### src/core/sig_seq_regs.svh
// Constants for the signalling sequence and acknowledgement block.
// Assumes a 200 MHz system clock; included by bare name.
`ifndef SIG_SEQ_REGS_SVH
`define SIG_SEQ_REGS_SVH

`define SEQ_W 7
`define SEQ_MOD 128
`define SEQ_MAX_OUTSTANDING 7'h7f
`define SEQ_RESET 7'h00
`define CLK_PERIOD_NS 5
`define TICK_PERIOD_NS 1000000
`define TICK_CYCLES (`TICK_PERIOD_NS / `CLK_PERIOD_NS)
`define TICKS_PER_S 1000
`define ACK_WAIT_S 10
`define ACK_DELAY_S 5
`define ACK_WAIT_TICKS (`ACK_WAIT_S * `TICKS_PER_S)
`define ACK_DELAY_TICKS (`ACK_DELAY_S * `TICKS_PER_S)

`endif

### src/core/sig_seq_pkg.sv
// Types for the signalling sequence and acknowledgement block.
// Assumes the constants header is compiled alongside.
package sig_seq_pkg;
  typedef logic [6:0] seq_t;
  typedef enum logic [2:0] {
    FAULT_NONE = 3'h1,
    FAULT_OVERFLOW = 3'h2,
    FAULT_SEQ = 3'h4
  } fault_dummy_t;
  typedef enum logic [1:0] {
    TMR_IDLE = 2'h1,
    TMR_RUN = 2'h2
  } tmr_state_t;
endpackage

### src/core/sig_seq_ctrl.sv
// Sequence numbering, acknowledgement and supervision for one path.
// Assumes synchronous one-cycle event pulses from the path machine.
`timescale 1ns/10ps
`default_nettype none
`include "sig_seq_regs.svh"
module sig_seq_ctrl
  import sig_seq_pkg::*;
#(
  parameter int TICK_DIV = `TICK_CYCLES,
  parameter int WAIT_TICKS = `ACK_WAIT_TICKS,
  parameter int DELAY_TICKS = `ACK_DELAY_TICKS
) (
  // Clock and reset
  input wire logic CLK,
  input wire logic RST_N,
  // Path machine events
  input wire logic LEAVE_IDLE,
  input wire logic SEND_MSG,
  input wire logic SEND_ACK_REQ,
  input wire logic RX_MSG,
  input wire logic [6:0] RX_MS,
  input wire logic RX_ACK,
  input wire logic [6:0] RX_MR,
  input wire logic RX_DISC,
  // Outgoing stamps
  output logic TX_MSG,
  output logic [6:0] TX_MS,
  output logic TX_ACK,
  output logic [6:0] TX_MR,
  output logic RX_ACCEPT,
  // Management and disconnect
  output logic ERR_IND,
  output logic DISC_REQ,
  // Status
  output logic [6:0] SEND_VAR,
  output logic [6:0] ACKED_VAR,
  output logic [6:0] RECV_VAR,
  output logic WAIT_RUNNING,
  output logic DELAY_RUNNING
);
  seq_t ss_q, sa_q, sr_q;
  seq_t ss_inc, outstanding, mr_off;
  logic tick;
  logic send_ok, send_ovf, ack_ok, ack_bad, rx_ok, rx_bad;
  logic wait_start, wait_stop, wait_exp;
  logic delay_start, delay_stop, delay_exp;
  logic ack_fire, fault;

  // Counter resolution 1 ms keeps both durations well inside 10 percent
  if (WAIT_TICKS < 1 || DELAY_TICKS < 1) begin : g_load_check
    $error("timer loads must be > 0");
  end
  if (TICK_DIV < 2) begin : g_div_check
    $error("TICK_DIV too small");
  end

  tick_divider #(.DIV(TICK_DIV)) u_div (
    .clk(CLK),
    .rst_n(RST_N),
    .tick(tick)
  );

  // Modulo 128 falls out of the seven-bit width
  assign ss_inc = ss_q + 7'h01;
  assign outstanding = ss_q - sa_q;
  assign mr_off = RX_MR - sa_q;
  // Send past the outstanding limit is a fault
  assign send_ovf = SEND_MSG && (outstanding >= `SEQ_MAX_OUTSTANDING);
  assign send_ok = SEND_MSG && !send_ovf;
  assign ack_ok = RX_ACK && (mr_off <= outstanding);
  assign ack_bad = RX_ACK && !ack_ok;
  assign rx_ok = RX_MSG && (RX_MS == sr_q);
  assign rx_bad = RX_MSG && !rx_ok;
  assign fault = send_ovf || ack_bad || rx_bad || wait_exp;
  // Acknowledgement goes out on request or on delay expiry
  assign ack_fire = (SEND_ACK_REQ || delay_exp) && !fault;

  // Sequence variables, cleared on leaving idle
  always_ff @(posedge CLK) begin
    if (!RST_N) begin
      ss_q <= `SEQ_RESET;
      sa_q <= `SEQ_RESET;
      sr_q <= `SEQ_RESET;
    end else if (LEAVE_IDLE) begin
      ss_q <= `SEQ_RESET;
      sa_q <= `SEQ_RESET;
      sr_q <= `SEQ_RESET;
    end else begin
      if (send_ok) ss_q <= ss_inc;
      if (ack_ok) sa_q <= RX_MR;
      if (rx_ok) sr_q <= sr_q + 7'h01;
    end
  end

  // Outgoing stamps
  always_ff @(posedge CLK) begin
    if (!RST_N) begin
      TX_MSG <= 1'b0;
      TX_MS <= `SEQ_RESET;
      TX_ACK <= 1'b0;
      TX_MR <= `SEQ_RESET;
      RX_ACCEPT <= 1'b0;
    end else begin
      TX_MSG <= send_ok;
      if (send_ok) TX_MS <= ss_q;
      TX_ACK <= ack_fire;
      if (ack_fire) TX_MR <= sr_q;
      RX_ACCEPT <= rx_ok;
    end
  end

  // Error indication and disconnect
  always_ff @(posedge CLK) begin
    if (!RST_N) begin
      ERR_IND <= 1'b0;
      DISC_REQ <= 1'b0;
    end else begin
      ERR_IND <= fault;
      DISC_REQ <= fault;
    end
  end

  // Wait timer control
  // A send in the all-acked cycle still needs supervision
  assign wait_stop = fault || RX_DISC || LEAVE_IDLE
                     || (ack_ok && RX_MR == ss_q && !send_ok);
  assign wait_start = !wait_stop && ((send_ok && !WAIT_RUNNING)
                     || (send_ok && ack_ok && RX_MR == ss_q)
                     || (ack_ok && RX_MR != ss_q));
  // Delay timer control
  assign delay_stop = fault || RX_DISC || LEAVE_IDLE || ack_fire;
  assign delay_start = rx_ok && !DELAY_RUNNING && !delay_stop;

  // One instance per path keeps timers independent
  sup_timer #(.LOAD(WAIT_TICKS)) u_wait (
    .clk(CLK),
    .rst_n(RST_N),
    .tick(tick),
    .start(wait_start),
    .stop(wait_stop),
    .running(WAIT_RUNNING),
    .expired(wait_exp)
  );

  sup_timer #(.LOAD(DELAY_TICKS)) u_delay (
    .clk(CLK),
    .rst_n(RST_N),
    .tick(tick),
    .start(delay_start),
    .stop(delay_stop),
    .running(DELAY_RUNNING),
    .expired(delay_exp)
  );

  assign SEND_VAR = ss_q;
  assign ACKED_VAR = sa_q;
  assign RECV_VAR = sr_q;

  a_leave_idle_clear: assert property (@(posedge CLK) disable iff (!RST_N)
    LEAVE_IDLE |=> (ss_q == 7'h00 && sa_q == 7'h00 && sr_q == 7'h00))
    else $error("variables not cleared on leaving idle");
  a_send_stamp: assert property (@(posedge CLK) disable iff (!RST_N)
    (send_ok && !LEAVE_IDLE) |=> (TX_MSG && TX_MS == $past(ss_q)
    && ss_q == $past(ss_q) + 7'h01))
    else $error("send stamp or increment wrong");
  a_outstanding_cap: assert property (@(posedge CLK) disable iff (!RST_N)
    (SEND_MSG && (ss_q - sa_q) == 7'h7f && !LEAVE_IDLE) |=>
    (!TX_MSG && ERR_IND && DISC_REQ && SEND_VAR == $past(ss_q)))
    else $error("outstanding limit broken");
  a_overflow_stop: assert property (@(posedge CLK) disable iff (!RST_N)
    (SEND_MSG && (ss_q - sa_q) == 7'h7f) |=>
    (!WAIT_RUNNING && !DELAY_RUNNING))
    else $error("timers not stopped on overflow");
  a_wait_first: assert property (@(posedge CLK) disable iff (!RST_N)
    (SEND_MSG && !WAIT_RUNNING && (ss_q - sa_q) != 7'h7f && !fault
    && !RX_DISC && !LEAVE_IDLE) |=> WAIT_RUNNING)
    else $error("wait timer not started on send");
  a_bad_ack_hold: assert property (@(posedge CLK) disable iff (!RST_N)
    (RX_ACK && (RX_MR - sa_q) > (ss_q - sa_q) && !LEAVE_IDLE) |=>
    (ACKED_VAR == $past(sa_q) && ERR_IND && DISC_REQ))
    else $error("invalid ack not refused");
  a_rx_bad: assert property (@(posedge CLK) disable iff (!RST_N)
    (RX_MSG && RX_MS != sr_q && !LEAVE_IDLE) |=>
    (!RX_ACCEPT && ERR_IND && RECV_VAR == $past(sr_q)))
    else $error("out-of-sequence message not refused");
  a_delay_start: assert property (@(posedge CLK) disable iff (!RST_N)
    (RX_MSG && RX_MS == sr_q && !DELAY_RUNNING && !fault && !SEND_ACK_REQ
    && !RX_DISC && !LEAVE_IDLE) |=> DELAY_RUNNING)
    else $error("delay timer not started");
  a_ack_stops_delay: assert property (@(posedge CLK) disable iff (!RST_N)
    TX_ACK |-> !DELAY_RUNNING)
    else $error("delay timer runs after ack");
  a_leave_stops: assert property (@(posedge CLK) disable iff (!RST_N)
    LEAVE_IDLE |=> (!WAIT_RUNNING && !DELAY_RUNNING))
    else $error("timers not stopped on leaving idle");
  a_ack_restart: assert property (@(posedge CLK) disable iff (!RST_N)
    (RX_ACK && RX_MR != ss_q && (RX_MR - sa_q) <= (ss_q - sa_q) && !fault
    && !RX_DISC && !LEAVE_IDLE) |=> WAIT_RUNNING)
    else $error("wait timer not restarted");
  a_fault_report: assert property (@(posedge CLK) disable iff (!RST_N)
    (ack_bad || rx_bad || send_ovf) |=> (ERR_IND && DISC_REQ)
    ##1 (!WAIT_RUNNING && !DELAY_RUNNING))
    else $error("fault not reported");
  a_rx_accept: assert property (@(posedge CLK) disable iff (!RST_N)
    (RX_MSG && RX_MS == sr_q && !LEAVE_IDLE) |=>
    (RX_ACCEPT && sr_q == $past(sr_q) + 7'h01))
    else $error("in-sequence message not accepted");
  a_ack_stamp: assert property (@(posedge CLK) disable iff (!RST_N)
    ack_fire |=> (TX_ACK && TX_MR == $past(sr_q)) ##1 !DELAY_RUNNING)
    else $error("ack stamp wrong");
  a_delay_expiry: assert property (@(posedge CLK) disable iff (!RST_N)
    (delay_exp && !fault) |=> TX_ACK)
    else $error("delay expiry did not send ack");
  a_wait_expiry: assert property (@(posedge CLK) disable iff (!RST_N)
    wait_exp |=> (ERR_IND && DISC_REQ) ##1 !DELAY_RUNNING)
    else $error("wait expiry not handled");
  a_disc_stops: assert property (@(posedge CLK) disable iff (!RST_N)
    RX_DISC |=> ##1 (!WAIT_RUNNING && !DELAY_RUNNING))
    else $error("disconnect did not stop timers");
  a_all_acked: assert property (@(posedge CLK) disable iff (!RST_N)
    (ack_ok && RX_MR == ss_q && !RX_DISC && !SEND_MSG) |=>
    (!SEND_MSG ##1 !WAIT_RUNNING))
    else $error("wait timer not stopped when all acked");

  c_send: cover property (@(posedge CLK) disable iff (!RST_N) send_ok);
  c_ack_valid: cover property (@(posedge CLK) disable iff (!RST_N) ack_ok);
  c_delay_exp: cover property (@(posedge CLK) disable iff (!RST_N) delay_exp);
  c_wait_exp: cover property (@(posedge CLK) disable iff (!RST_N) wait_exp);
  c_rx_bad: cover property (@(posedge CLK) disable iff (!RST_N) rx_bad);
endmodule
`default_nettype wire

### src/core/sup_timer.sv
// Down-counting supervision timer on a tick enable.
// Assumes start, stop and tick are synchronous one-cycle pulses.
`timescale 1ns/10ps
`default_nettype none
module sup_timer
  import sig_seq_pkg::*;
#(
  parameter int LOAD = 10000
) (
  input wire logic clk,
  input wire logic rst_n,
  input wire logic tick,
  input wire logic start,
  input wire logic stop,
  output logic running,
  output logic expired
);
  localparam int CW = $clog2(LOAD + 1);
  tmr_state_t st_q;
  logic [CW-1:0] cnt_q;

  if (LOAD < 1) begin : g_load_check
    $error("sup_timer: LOAD must be positive");
  end

  assign running = (st_q == TMR_RUN);

  // Start wins over stop, so a restart in the same cycle reloads
  always_ff @(posedge clk) begin
    if (!rst_n) begin
      st_q <= TMR_IDLE;
      cnt_q <= '0;
      expired <= 1'b0;
    end else begin
      expired <= 1'b0;
      unique case (st_q)
        TMR_IDLE: begin
          if (start) begin
            st_q <= TMR_RUN;
            cnt_q <= CW'(LOAD);
          end
        end
        TMR_RUN: begin
          if (start) begin
            cnt_q <= CW'(LOAD);
          end else if (stop) begin
            st_q <= TMR_IDLE;
          end else if (tick) begin
            if (cnt_q == CW'(1)) begin
              st_q <= TMR_IDLE;
              expired <= 1'b1;
            end else begin
              cnt_q <= cnt_q - 1'b1;
            end
          end
        end
        default: st_q <= TMR_IDLE;
      endcase
    end
  end
endmodule
`default_nettype wire

### src/core/tick_divider.sv
// Prescaler producing a one-cycle tick enable.
// Assumes one synchronous clock and synchronous active low reset.
`timescale 1ns/10ps
`default_nettype none
module tick_divider #(
  parameter int DIV = 200000
) (
  input wire logic clk,
  input wire logic rst_n,
  output logic tick
);
  localparam int CW = $clog2(DIV);
  logic [CW-1:0] cnt_q;

  // Refused at elaboration: a divide below two gives no pulse
  if (DIV < 2) begin : g_div_check
    $error("tick_divider: DIV too small");
  end

  always_ff @(posedge clk) begin
    if (!rst_n) begin
      cnt_q <= '0;
    end else if (cnt_q == CW'(DIV - 1)) begin
      cnt_q <= '0;
    end else begin
      cnt_q <= cnt_q + 1'b1;
    end
  end

  always_ff @(posedge clk) begin
    if (!rst_n) begin
      tick <= 1'b0;
    end else begin
      tick <= (cnt_q == CW'(DIV - 1));
    end
  end
endmodule
`default_nettype wire

### config.mk
export PLATFORM = sky130hd
export DESIGN_NAME = sig_seq_ctrl
export DESIGN_NICKNAME = d
export VERILOG_FILES = /design/src/core/sig_seq_pkg.sv /design/src/core/sig_seq_ctrl.sv /design/src/core/sup_timer.sv /design/src/core/tick_divider.sv
export VERILOG_INCLUDE_DIRS = /design/src /design/src/core
export SDC_FILE = /design/constraint.sdc
export NUM_CORES = 1
export LEC_CHECK = 0
export BUFFER_PORTS_ARGS = -buffer_cell sky130_fd_sc_hd__clkbuf_2
export CORE_ASPECT_RATIO = 0.6
export CORE_MARGIN = 1
export CORE_UTILIZATION = 55
export DETAILED_ROUTE_END_ITERATION = 10
export PLACE_DENSITY = 0.84
export SLEW_MARGIN = 5
export SYNTH_ARGS = -nofsm -noshare
export SYNTH_HDL_FRONTEND = slang
export SYNTH_SLANG_ARGS = --single-unit
### constraint.sdc
create_clock -name CLK -period 11.8 [get_ports CLK]
set_input_delay 2.36 -clock CLK [delete_from_list [all_inputs] [get_ports CLK]]
set_output_delay 2.36 -clock CLK [all_outputs]
set_load 0.005 [all_outputs]
==> impl_results.md, run 1 <==
* Status: finished, final reports clean
* Rel. slew slack at 24.4%
* Die Footprint at 9620 sq um
* Via density at about 6.0
* Worst path arrival time at around 6.4 ns
* Top post-synthesis cells by area: dfxtp_1, ha_1, nor2_1
* Design area at 5810 sq um
* Starting density of the core at about three fifths
* Die height at between 70 and 80 um
* GRT Resource Usage Total at 27.6%
* Final setup skew at around 0.007 ns
* Clk sinks at 91
* Fmax at 163 MHz
* EDFF count, synth at 0
* DPL Wire Length at 9500 um
* DRC viols at 0
* Std-Cell Rows at 26
* Hold_sp: u_div.cnt_q[0]
* Max-cap violations at 0
* Grt ovf at 0
* Actual slew at the worst max-slew pin at 1.13 ns
* Slowest stage cell, crit path: o211ai_1
* Largest delay share family, worst path: compound AO/OA/AOI/OAI gates
* Cts repair resizes at 0
* Crit path buf inv count at 1
* Hold_ws at ~0.47 ns
* WL final at 12900 um
* Setup bufs post-CTS at 0
* Period utilisation layout at 51.9%
* Post-synth top area share at 35.9%
* Worst-skew pair later-pin latency at 0.35 ns
* Drt pass-1 iters at 5
* Syn_nets at 655
* Setup ws final at 5.67 ns
* Worst-path maximum fanout at 17
* Largest area contributor in the netlist: dfxtp_1
* PwrDens at 130 nW/um^2
* DR vias at 4694
* Vias in the first global route at 4431
* CTS tree: done
* Leak pwr at 2.37 nW
* Area Overhead vs Synth at 14.5%
* Main flop type after synthesis: dfxtp_1
* Layout net count at between 700 and 800
* Drt initial violations at 445
* CORE AREA at 8720 sq um
* WHS Endpoint: u_div.cnt_q[0]
* Setup WS pre-CTS at 5.50 ns
* Post-route ant nets at 0
* First-pass GRT wire length at 21300 um
* Tot Pwr at 756 uW
* Ant diodes at 0
* CTS max path bufs at 2
* Worst hold path cell count at 1
* GP Congestion at 0.967
* Hold bufs inserted after CTS at 0
* Layout Cells excl Fill at 777
* Clock Root Buffer: clkbuf_16
* Largest net degree at the start of global routing at 35
* Register area at between 1500 and 2000 sq um
* Min cycle time layout at 6.13 ns
* Fin. max-slew vios at 0
* Final setup vio count at 0
* Core Util, Final at 66.6%
* Synth async-reset ratio at 0%
* YS warnings at 0
* Fillers at 713
* Peak supply drop at 0.0854 mV
* Crit path cell chain: clkbuf_2, ha_1, nor2b_1, o21ai_0, nand2b_1, a21o_1, a21oi_1, xnor2_1, ha_1, nand3_1, o21ai_0, o31ai_1, maj3_2, o211a_1, o211ai_1, o21ai_0, a21oi_1
* Cell count after synthesis at 602
* Synth Register Bits at just over 90
* Die span in x at 126 um
* Setup CP Type: primary input to register
* Final Hold Violating Endpoints at 0
* Cell mode on critical path: o21ai_0
* Critical path endpoint category: register
* I/O Pins at 64
* Sequential share of the synthesized area at 35.9%
* Clk slew on worst S/H paths at 0.07 ns
* Worst R2R End: u_wait.cnt_q[6]
* Commonest cells after routing, fill and taps aside: dfxtp_1, nor2_1, clkbuf_2
* Unrepaired setup endpoints after global routing: false
* Per-cell routed wire length at 16.7 um
* CTS buffer count at 9
* CP max stage delay at between 0.8 and 0.9 ns
* Startpoint type of the worst setup path: primary input
* Commonest non-fill, non-tap cell in the layout: dfxtp_1
* Average size of a mapped cell at about 8.4 sq um
* Footprint of the multi-input gates at 3060 sq um
* Hold WC Path Type: register to register
* PortBufs at 63
* Synth Cell Area at 5070 sq um
* Worst EP required at 12.04 ns
* Library cells used by synthesis at a little under 70
* Antenna violations before repair at 0
* Setup TNS at 0 ns
* Worst r2r src: ACKED_VAR[1]
* R2R depth at 17
* Htree depth at 3
* Reg2Reg Setup Slack at 7.23 ns
* Cell count after placement at ~760
* Share of cells above drive strength 1 at 13.7%
* Placed cell area at 5460 sq um
layer usage:
layer / wire length, um / track usage (%) / vias to the layer above / part of all wire, %
met3: 1250 / 7.72 / 17 / 9.6
met4: 163 / 9.64 / 0 / 1.3
met1: 6060 / 38.7 / 2179 / 47
met2: 5470 / 40.5 / 227 / 42
li1: - / - / 2271 / -
met5: 0 / 0 / - / 0
state kept, by name (all words and copies together), names as in the netlist:
name	flops
TX_ACK	1
ACKED_VAR	7
u_delay.st_q	2
RX_ACCEPT	1
TX_MR	7
u_wait.expired	1
RECV_VAR	7
u_div.tick	1
SEND_VAR	7
u_wait.st_q	2
TX_MS	7
u_div.cnt_q	18
u_delay.cnt_q	13
u_wait.cnt_q	14
DISC_REQ	1
u_delay.expired	1
TX_MSG	1
Yosys cell counts, drive strengths merged (3+ instances only):
cell type / n
a311oi: 5
and3: 8
nand3: 31
inv: 29
and4: 3
nand2b: 8
clkbuf: 12
nor4: 6
or3: 9
o211a: 3
dfxtp: 91
a311o: 3
and2: 3
o22ai: 3
o21a: 5
a21oi: 39
xor2: 24
nand4: 9
buf: 5
a31oi: 6
nand2: 41
o21ai: 18
or2: 3
a21o: 4
mux2i: 14
nor2b: 5
o211ai: 5
nor3: 17
o31ai: 9
nor3b: 3
nor2: 88
a31o: 3
ha: 29
xnor2: 26
report_power, final:
part / total (mW) / switching [mW] / internal, mW
combinational: 0.110 / 0.0697 / 0.0406
clock: 0.328 / 0.132 / 0.196
sequential: 0.318 / 0.00535 / 0.312
total: 0.756 / 0.207 / 0.549
how the worst max path moves through the flow:
stage | from | endpoint | slack (ns) | cells after the start
after floorplan | RX_MR[0] | u_delay.cnt_q[5] | 6.30 | 16
after CTS | RX_MR[1] | u_wait.cnt_q[6] | 5.81 | 17
final | RX_MR[1] | u_wait.cnt_q[6] | 5.67 | 17
after detailed placement | RX_MR[1] | u_wait.cnt_q[6] | 5.50 | 17
after global placement | RX_MR[0] | u_wait.cnt_q[4] | 5.64 | 17
after global routing | RX_MR[1] | u_wait.cnt_q[6] | 5.38 | 17
kinds of logic after synthesis:
| family | after synthesis | synth area share [%] |
|---|---|---|
| AND/OR/NAND/NOR | 244 | 23.7 |
| multiplexers | 14 | 2.76 |
| flip-flops | 91 | 35.9 |
| buffers and inverters | 47 | 3.65 |
| XOR/XNOR | 50 | 8.64 |
| adder cells (fa/ha/maj) | 32 | 8.17 |
| AO/OA/AOI/OAI | 124 | 17.1 |
final cells by class:
cell class / count / area share (%)
well taps: 112 / 2.41
flip-flops and latches: 91 / 31.4
clock inverters: 6 / 1.81
repair buffers: 64 / 5.56
clock buffers: 10 / 4.12
inverters: 30 / 1.94
multi-input cells: 464 / 52.8
(Power assumes the default switching activity.)
==> run 2, diff against run 1 <==
CORE_UTILIZATION = 53   (was 55)
PLACE_DENSITY = 0.85   (was 0.84)
clock period = 5.6 ns   (was 11.8 ns; I/O delays follow)
==> run 2 against run 1 <==
  * Die area grew 3.7%
  * Routed wire length shrank 3.5%
  * First-iteration DRC count up 2.7%
  * Register-to-register slack worse by 6.2 ns
  * Sequential share of layout area grew 0.21 points
  * Final area shrank 0.67%
  * Worst setup slack worse by 4.8 ns
  * Clock skew is essentially flat
  * Core utilization fell by 4.1 points
  * Clock-buffer cell count did not move
  * Global-route usage down 1.2 points
  * Via count rose by 0.15%
  * Critical endpoint is now u_wait.cnt_q[4]
  * Largest cell class unchanged
  * Largest power group is now registers
==> impl_results.md, run 2 (synthesized netlist as in run 1, its figures left out) <==
* Min cycle time layout at 4.69 ns
* Period utilisation layout at a little over four fifths
* Most flops, register: u_div.cnt_q
* CORE AREA at 9220 sq um
* Rel. slew slack at 32.1%
* Setup bufs post-CTS at 0
* Htree depth at 3
* Starting density of the core at between 50% and 60%
* CTS tree: done
* Share of cells above drive strength 1 at approximately 14%
* Antenna violations before repair at 0
* Setup WS pre-CTS at 0.650 ns
* Placed cell area at 5490 sq um
* I/O Pins at 64
* Setup ws final at between 0.9 and 1 ns
* Setup CP Type: primary input to register
* Largest delay share family, worst path: compound AO/OA/AOI/OAI gates
* Biggest regs: u_div.cnt_q x18, u_wait.cnt_q x14, u_delay.cnt_q x13
* Final Hold Violating Endpoints at 0
* Commonest cells after routing, fill and taps aside: dfxtp_1, nor2_1, clkbuf_2
* Die height at 77.8 um
* Clk sinks at 91
* WL final at 12500 um
* Tot Pwr at 1.47 mW
* Commonest non-fill, non-tap cell in the layout: dfxtp_1
* Via density at 5.91
* Cts repair resizes at 0
* Post-route ant nets at 0
* Ant diodes at 0
* Int Pwr at 1.06 mW
* CTS buffer count at 9
* Clk network pwr share at 38.6%
* Stages on the worst setup path at 17
* Status: finished, final reports clean
* Setup TNS at 0 ns
* Switching Share at 27.9%
* R2R depth at 16
* Final setup skew at 0.00735 ns
* PortBufs at 63
* Hold WC Path Type: register to register
* Worst hold path cell count at 1
* Crit path cell chain: clkbuf_2, inv_1, ha_1, fa_1, nor2b_1, o31a_1, a21oi_1, ha_1, a21o_1, a21oi_1, o21ai_0, o31ai_1, maj3_2, a41o_1, nor2_1, or2_1, o41ai_1
* Fin. max-slew vios at 0
* GRT Resource Usage Total at a little over a quarter
* Die Footprint at 9980 sq um
* DRC viols at 0
* Clock Root Buffer: clkbuf_16
* Crit path buf inv count at 2
* Actual slew at the worst max-slew pin at 1.01 ns
* DR vias at roughly 4700
* Design area at ~5800 sq um
* Net Switching at slightly above 400 uW
* Worst-path maximum fanout at 17
* Layout Cells excl Fill at approximately 800
* Std-Cell Rows at 27
* First-pass GRT wire length at 20800 um
* GP Congestion at 1.02
* PwrDens at approximately 250 nW/um^2
* CTS max path bufs at 2
* Fillers at about 760
* Drt pass-1 iters at 5
* Clk slew on worst S/H paths at 0.06 ns
* Unrepaired setup endpoints after global routing: false
* Grt ovf at 0
* Worst path arrival time at 4.92 ns
* Die span in x at 128 um
* Fmax at 213 MHz
* Cell count after placement at 780
* Hold bufs inserted after CTS at 0
* Seq pwr share at a little under half
* Hold_ws at 0.466 ns
* Worst-skew pair later-pin latency at 0.35 ns
* Startpoint type of the worst setup path: primary input
* Vias in the first global route at 4348
* Worst EP required at approximately 6 ns
* Core Util, Final at 62.5%
* Max reg flops at 18
* Layout net count at 714
* Max-cap violations at 0
* Peak supply drop at 0.165 mV
* Final setup vio count at 0
* Area Overhead vs Synth at 13.7%
* Critical path endpoint category: register
* Comb pwr share at 15.8%
* DPL Wire Length at 9390 um
* Leak pwr at 2.35 nW
* Per-cell routed wire length at 15.7 um
* Slowest stage cell, crit path: a41o_1
* Drt initial violations at 457
* CP max stage delay at 0.48 ns
* Largest net degree at the start of global routing at 35
run 2: changes by cell type in the layout (fill, tap and decap cells not counted):
| cell | delta |
|---|---|
| clkinv_8 | -1 |
| bufinv_16 | -2 |
| clkinv_4 | +1 |
| clkinv_2 | +2 |
| inv_8 | -1 |
| buf_4 | +1 |
run 2: worst reg2reg max path, delay by kind of cell (launching register included):
| kind | cells | cell delay, ns |
|---|---|---|
| compound gates | 7 | 1.46 |
| fa+ha+maj | 4 | 1.40 |
| xor+xnor | 1 | 0.21 |
| simple gates | 3 | 0.80 |
| flops | 1 | 0.50 |
| buf+inv | 1 | 0.09 |
run 2: power groups by stage:
stage,clock network (mW),registers [mW],logic [mW]
finish,0.566,0.670,0.231
global route,0.599,0.671,0.253
CTS,0.572,0.669,0.226
detailed placement,0,0.684,0.224
global placement,0,0.684,0.217
floorplan,0,0.682,0.167
run 2: per-layer routing:
metal  global-route usage [%]  up-vias  part of all wire [%]
met2                     37.7      216                    41
li1                         -     2275                     -
met1                     37.2     2186                    48
met4                     8.12        0                   1.4
met5                        0        -                     0
met3                     8.69       24                   9.8
run 2: layout make-up:
type	count	area [sq um]	share of cell area (%)
multi-input combinational	464	3060	53.1
timing repair buffer	65	330	5.73
clock buffer	10	239	4.14
tap	130	163	2.82
sequential	91	1820	31.6
inverter	30	113	1.95
clock inverter	5	36.3	0.629
run 2: worst paths after layout:
kind	endpoint	startpoint	slack (ns)
worst max-delay path	u_wait.cnt_q[4]	RX_MR[0]	0.91
worst min-delay path	u_div.cnt_q[0]	u_div.cnt_q[0]	0.47
worst max register to register	u_wait.cnt_q[4]	SEND_VAR[0]	1.02
worst min register to register	u_div.cnt_q[0]	u_div.cnt_q[0]	0.47
==> run 3, diff against run 2 <==
ABC_AREA = 1   (was unset)
CORE_UTILIZATION = 55   (was 53)
PLACE_DENSITY = 0.84   (was 0.85)
clock period = 4.6 ns   (was 5.6 ns; I/O delays follow)
==> run 3 against run 2 <==
  * Final cell count up 21%
  * Largest power group is now combinational logic
  * Non-clock buffer count up 1
  * Clock-buffer cell count up 1
  * Global-route usage about the same
==> impl_results.md, run 3 <==
* Startpoint type of the worst setup path: register
* Worst-skew pair later-pin latency at 0.34 ns
* Slowest stage cell, crit path: dfxtp_1
* Share of cells above drive strength 1 at 13.5%
* Max reg flops at 18
* Via density at about 5.2
* Worst r2r src: SEND_VAR[0]
* PwrDens at around 720 nW/um^2
* Area Overhead vs Synth at 13.5%
* Clk sinks at 91
* Worst EP required at between 4 and 5 ns
* EDFF count, synth at 0
* Library cells used by synthesis at 41
* Min cycle time layout at 3.97 ns
* Fmax at around 250 MHz
* CORE AREA at 9260 sq um
* Synth Cell Area at between 5000 and 6000 sq um
* Synth async-reset ratio at 0%
* Cts repair resizes at 0
* Main flop type after synthesis: dfxtp_1
* Int Pwr at approximately 2.3 mW
* Clk slew on worst S/H paths at 0.07 ns
* Cell count after synthesis at 766
* Grt ovf at 0
* CTS max path bufs at 2
* Post-synth top area share at around a third
* M1 GR Usage at 40.1%
* Crit path cell chain: inv_1, ha_1, fa_1, inv_1, nand2_1, nand2_1, and2_1, xor2_1, inv_1, ha_1, a21o_1, nand4_1, nand3_2, nand2_1, nand2_2, a21boi_2, nand2_4, nand2_2, inv_2, nor2_4, nor2_1, nor2_1
* Seq pwr share at 26.2%
* I/O Pins at 64
* Die Footprint at 10100 sq um
* Synth Register Bits at 91
* Starting density of the core at 57.4%
* Unrepaired setup endpoints after global routing: false
* Clock Root Buffer: clkbuf_16
* Met2 Track Usage GR at 36.8%
* Std-Cell Rows at 27
* Setup bufs post-CTS at 0
* Final Hold Violating Endpoints at 0
* Hold_sp: u_div.cnt_q[0]
* Layout net count at 880
* PortBufs at 63
* GR Util met3 at between 6 and 7%
* Setup WS pre-CTS at around 0.55 ns
* Commonest non-fill, non-tap cell in the layout: nor2_1
* Layout Cells excl Fill at 962
* DPL Wire Length at 9700 um
* Status: finished, final reports clean
* GRT Resource Usage Total at 26.4%
* Average size of a mapped cell at 6.93 sq um
* CP max stage delay at approximately 0.5 ns
* YS warnings at 0
* Die height at 78.1 um
* Hold bufs inserted after CTS at 0
* Biggest regs: u_div.cnt_q x18, u_wait.cnt_q x14, u_delay.cnt_q x13
* DR vias at 4980
* Drt initial violations at 396
* Top cells by count, synth: nor2_1, nand2_1, inv_1
* Actual slew at the worst max-slew pin at 0.618 ns
* Per-cell routed wire length at ~13 um
* Design area at 6020 sq um
* Comb pwr share at approximately 57%
* Rel. slew slack at about 59%
* Count leader, synth: nor2_1
* Top post-synthesis cells by area: dfxtp_1, nor2_1, nand2_1
* Hold WC Path Type: register to register
* Fillers at 826
* Leak pwr at 2.76 nW
* Syn_nets at 819
* Sequential share of the synthesized area at around a third
* Largest net degree at the start of global routing at 47
* GRT busiest layer: met1
* Tot Pwr at 4.33 mW
* Max-cap violations at 0
* Ant diodes at 0
* Cell count after placement at between 900 and 1000
* Peak supply drop at 0.389 mV
* Worst path arrival time at ~4.3 ns
* CTS buffer count at 9
* Net Switching at 2.04 mW
* Worst-path maximum fanout at 13
* Vias in the first global route at 4254
* Switching Share at between 40% and 50%
* GP Congestion at ~0.96
* Htree depth at 3
* Commonest cells after routing, fill and taps aside: nor2_1, nand2_1, inv_1
* Setup TNS at 0 ns
* Final setup skew at 0.00597 ns
* Antenna violations before repair at 0
* Fin. max-slew vios at 0
* DRC viols at 0
* Most flops, register: u_div.cnt_q
* Die span in x at roughly 130 um
* Setup CP Type: register to register
* CTS tree: done
* Clk network pwr share at 16.8%
* Largest area contributor in the netlist: dfxtp_1
* Period utilisation layout at between 80 and 90%
* Placed cell area at around 5700 sq um
* Final setup vio count at 0
* Setup ws final at 0.632 ns
* First-pass GRT wire length at about 21000 um
* Post-route ant nets at 0
* WL final at 12800 um
* Crit. Startpoint: SEND_VAR[0]
* Drt pass-1 iters at 6
* Critical path endpoint category: register
run 3: through the flow:
stage,hold WS (ns),utilization [%]
2_1_floorplan,0.418,-
3_3_place_gp,0.436,61.9
3_5_place_dp,0.446,61.9
4_1_cts,0.458,65.1
5_1_grt,0.487,65.1
6_report,0.457,65.1
run 3: cells by family after synthesis:
logic type	share of synthesized area (%)
buf+inv	9.10
flops	34.3
simple gates	30.7
xor+xnor	6.76
compound gates	11.5
fa+ha+maj	7.59
run 3: metal layers:
metal | part of all wire, % | routed length (um) | vias to the layer above
met5 | 0 | 0 | -
met4 | 1.1 | 138 | 0
met3 | 7.5 | 965 | 13
met2 | 39 | 5050 | 168
met1 | 52 | 6690 | 2211
li1 | - | - | 2588
run 3: area by class of cell:
| type | instances | area, sq um | area share (%) |
|---|---|---|---|
| multi-input combinational | 552 | 3000 | 49.9 |
| sequential | 91 | 1820 | 30.2 |
| inverter | 107 | 402 | 6.67 |
| timing repair buffer | 66 | 338 | 5.61 |
| clock buffer | 11 | 253 | 4.20 |
| tap | 130 | 163 | 2.70 |
| clock inverter | 5 | 43.8 | 0.727 |
run 3: power by group through the flow:
| stage | logic [mW] | registers, mW | clock network [mW] |
|---|---|---|---|
| after floorplan | 1.96 | 1.12 | 0 |
| after global placement | 2.36 | 1.14 | 0 |
| after detailed placement | 2.42 | 1.14 | 0 |
| after CTS | 2.43 | 1.13 | 0.732 |
| after global routing | 2.79 | 1.16 | 0.770 |
| final | 2.47 | 1.13 | 0.728 |
run 3: critical path, delay by kind of cell, from the launching register on:
kind	cells	cell delay, ns
fa+ha+maj	3	0.97
compound gates	2	0.40
simple gates	12	1.40
buf+inv	4	0.40
flops	1	0.49
xor+xnor	1	0.24
run 3: final timing paths:
| kind | end | slack [ns] | cells after the start |
|---|---|---|---|
| hold / removal | u_div.cnt_q[0] | 0.46 | 1 |
| setup / recovery | u_wait.cnt_q[4] | 0.63 | 22 |
| hold reg to reg | u_div.cnt_q[0] | 0.46 | 1 |
| setup reg to reg | u_wait.cnt_q[4] | 0.63 | 22 |
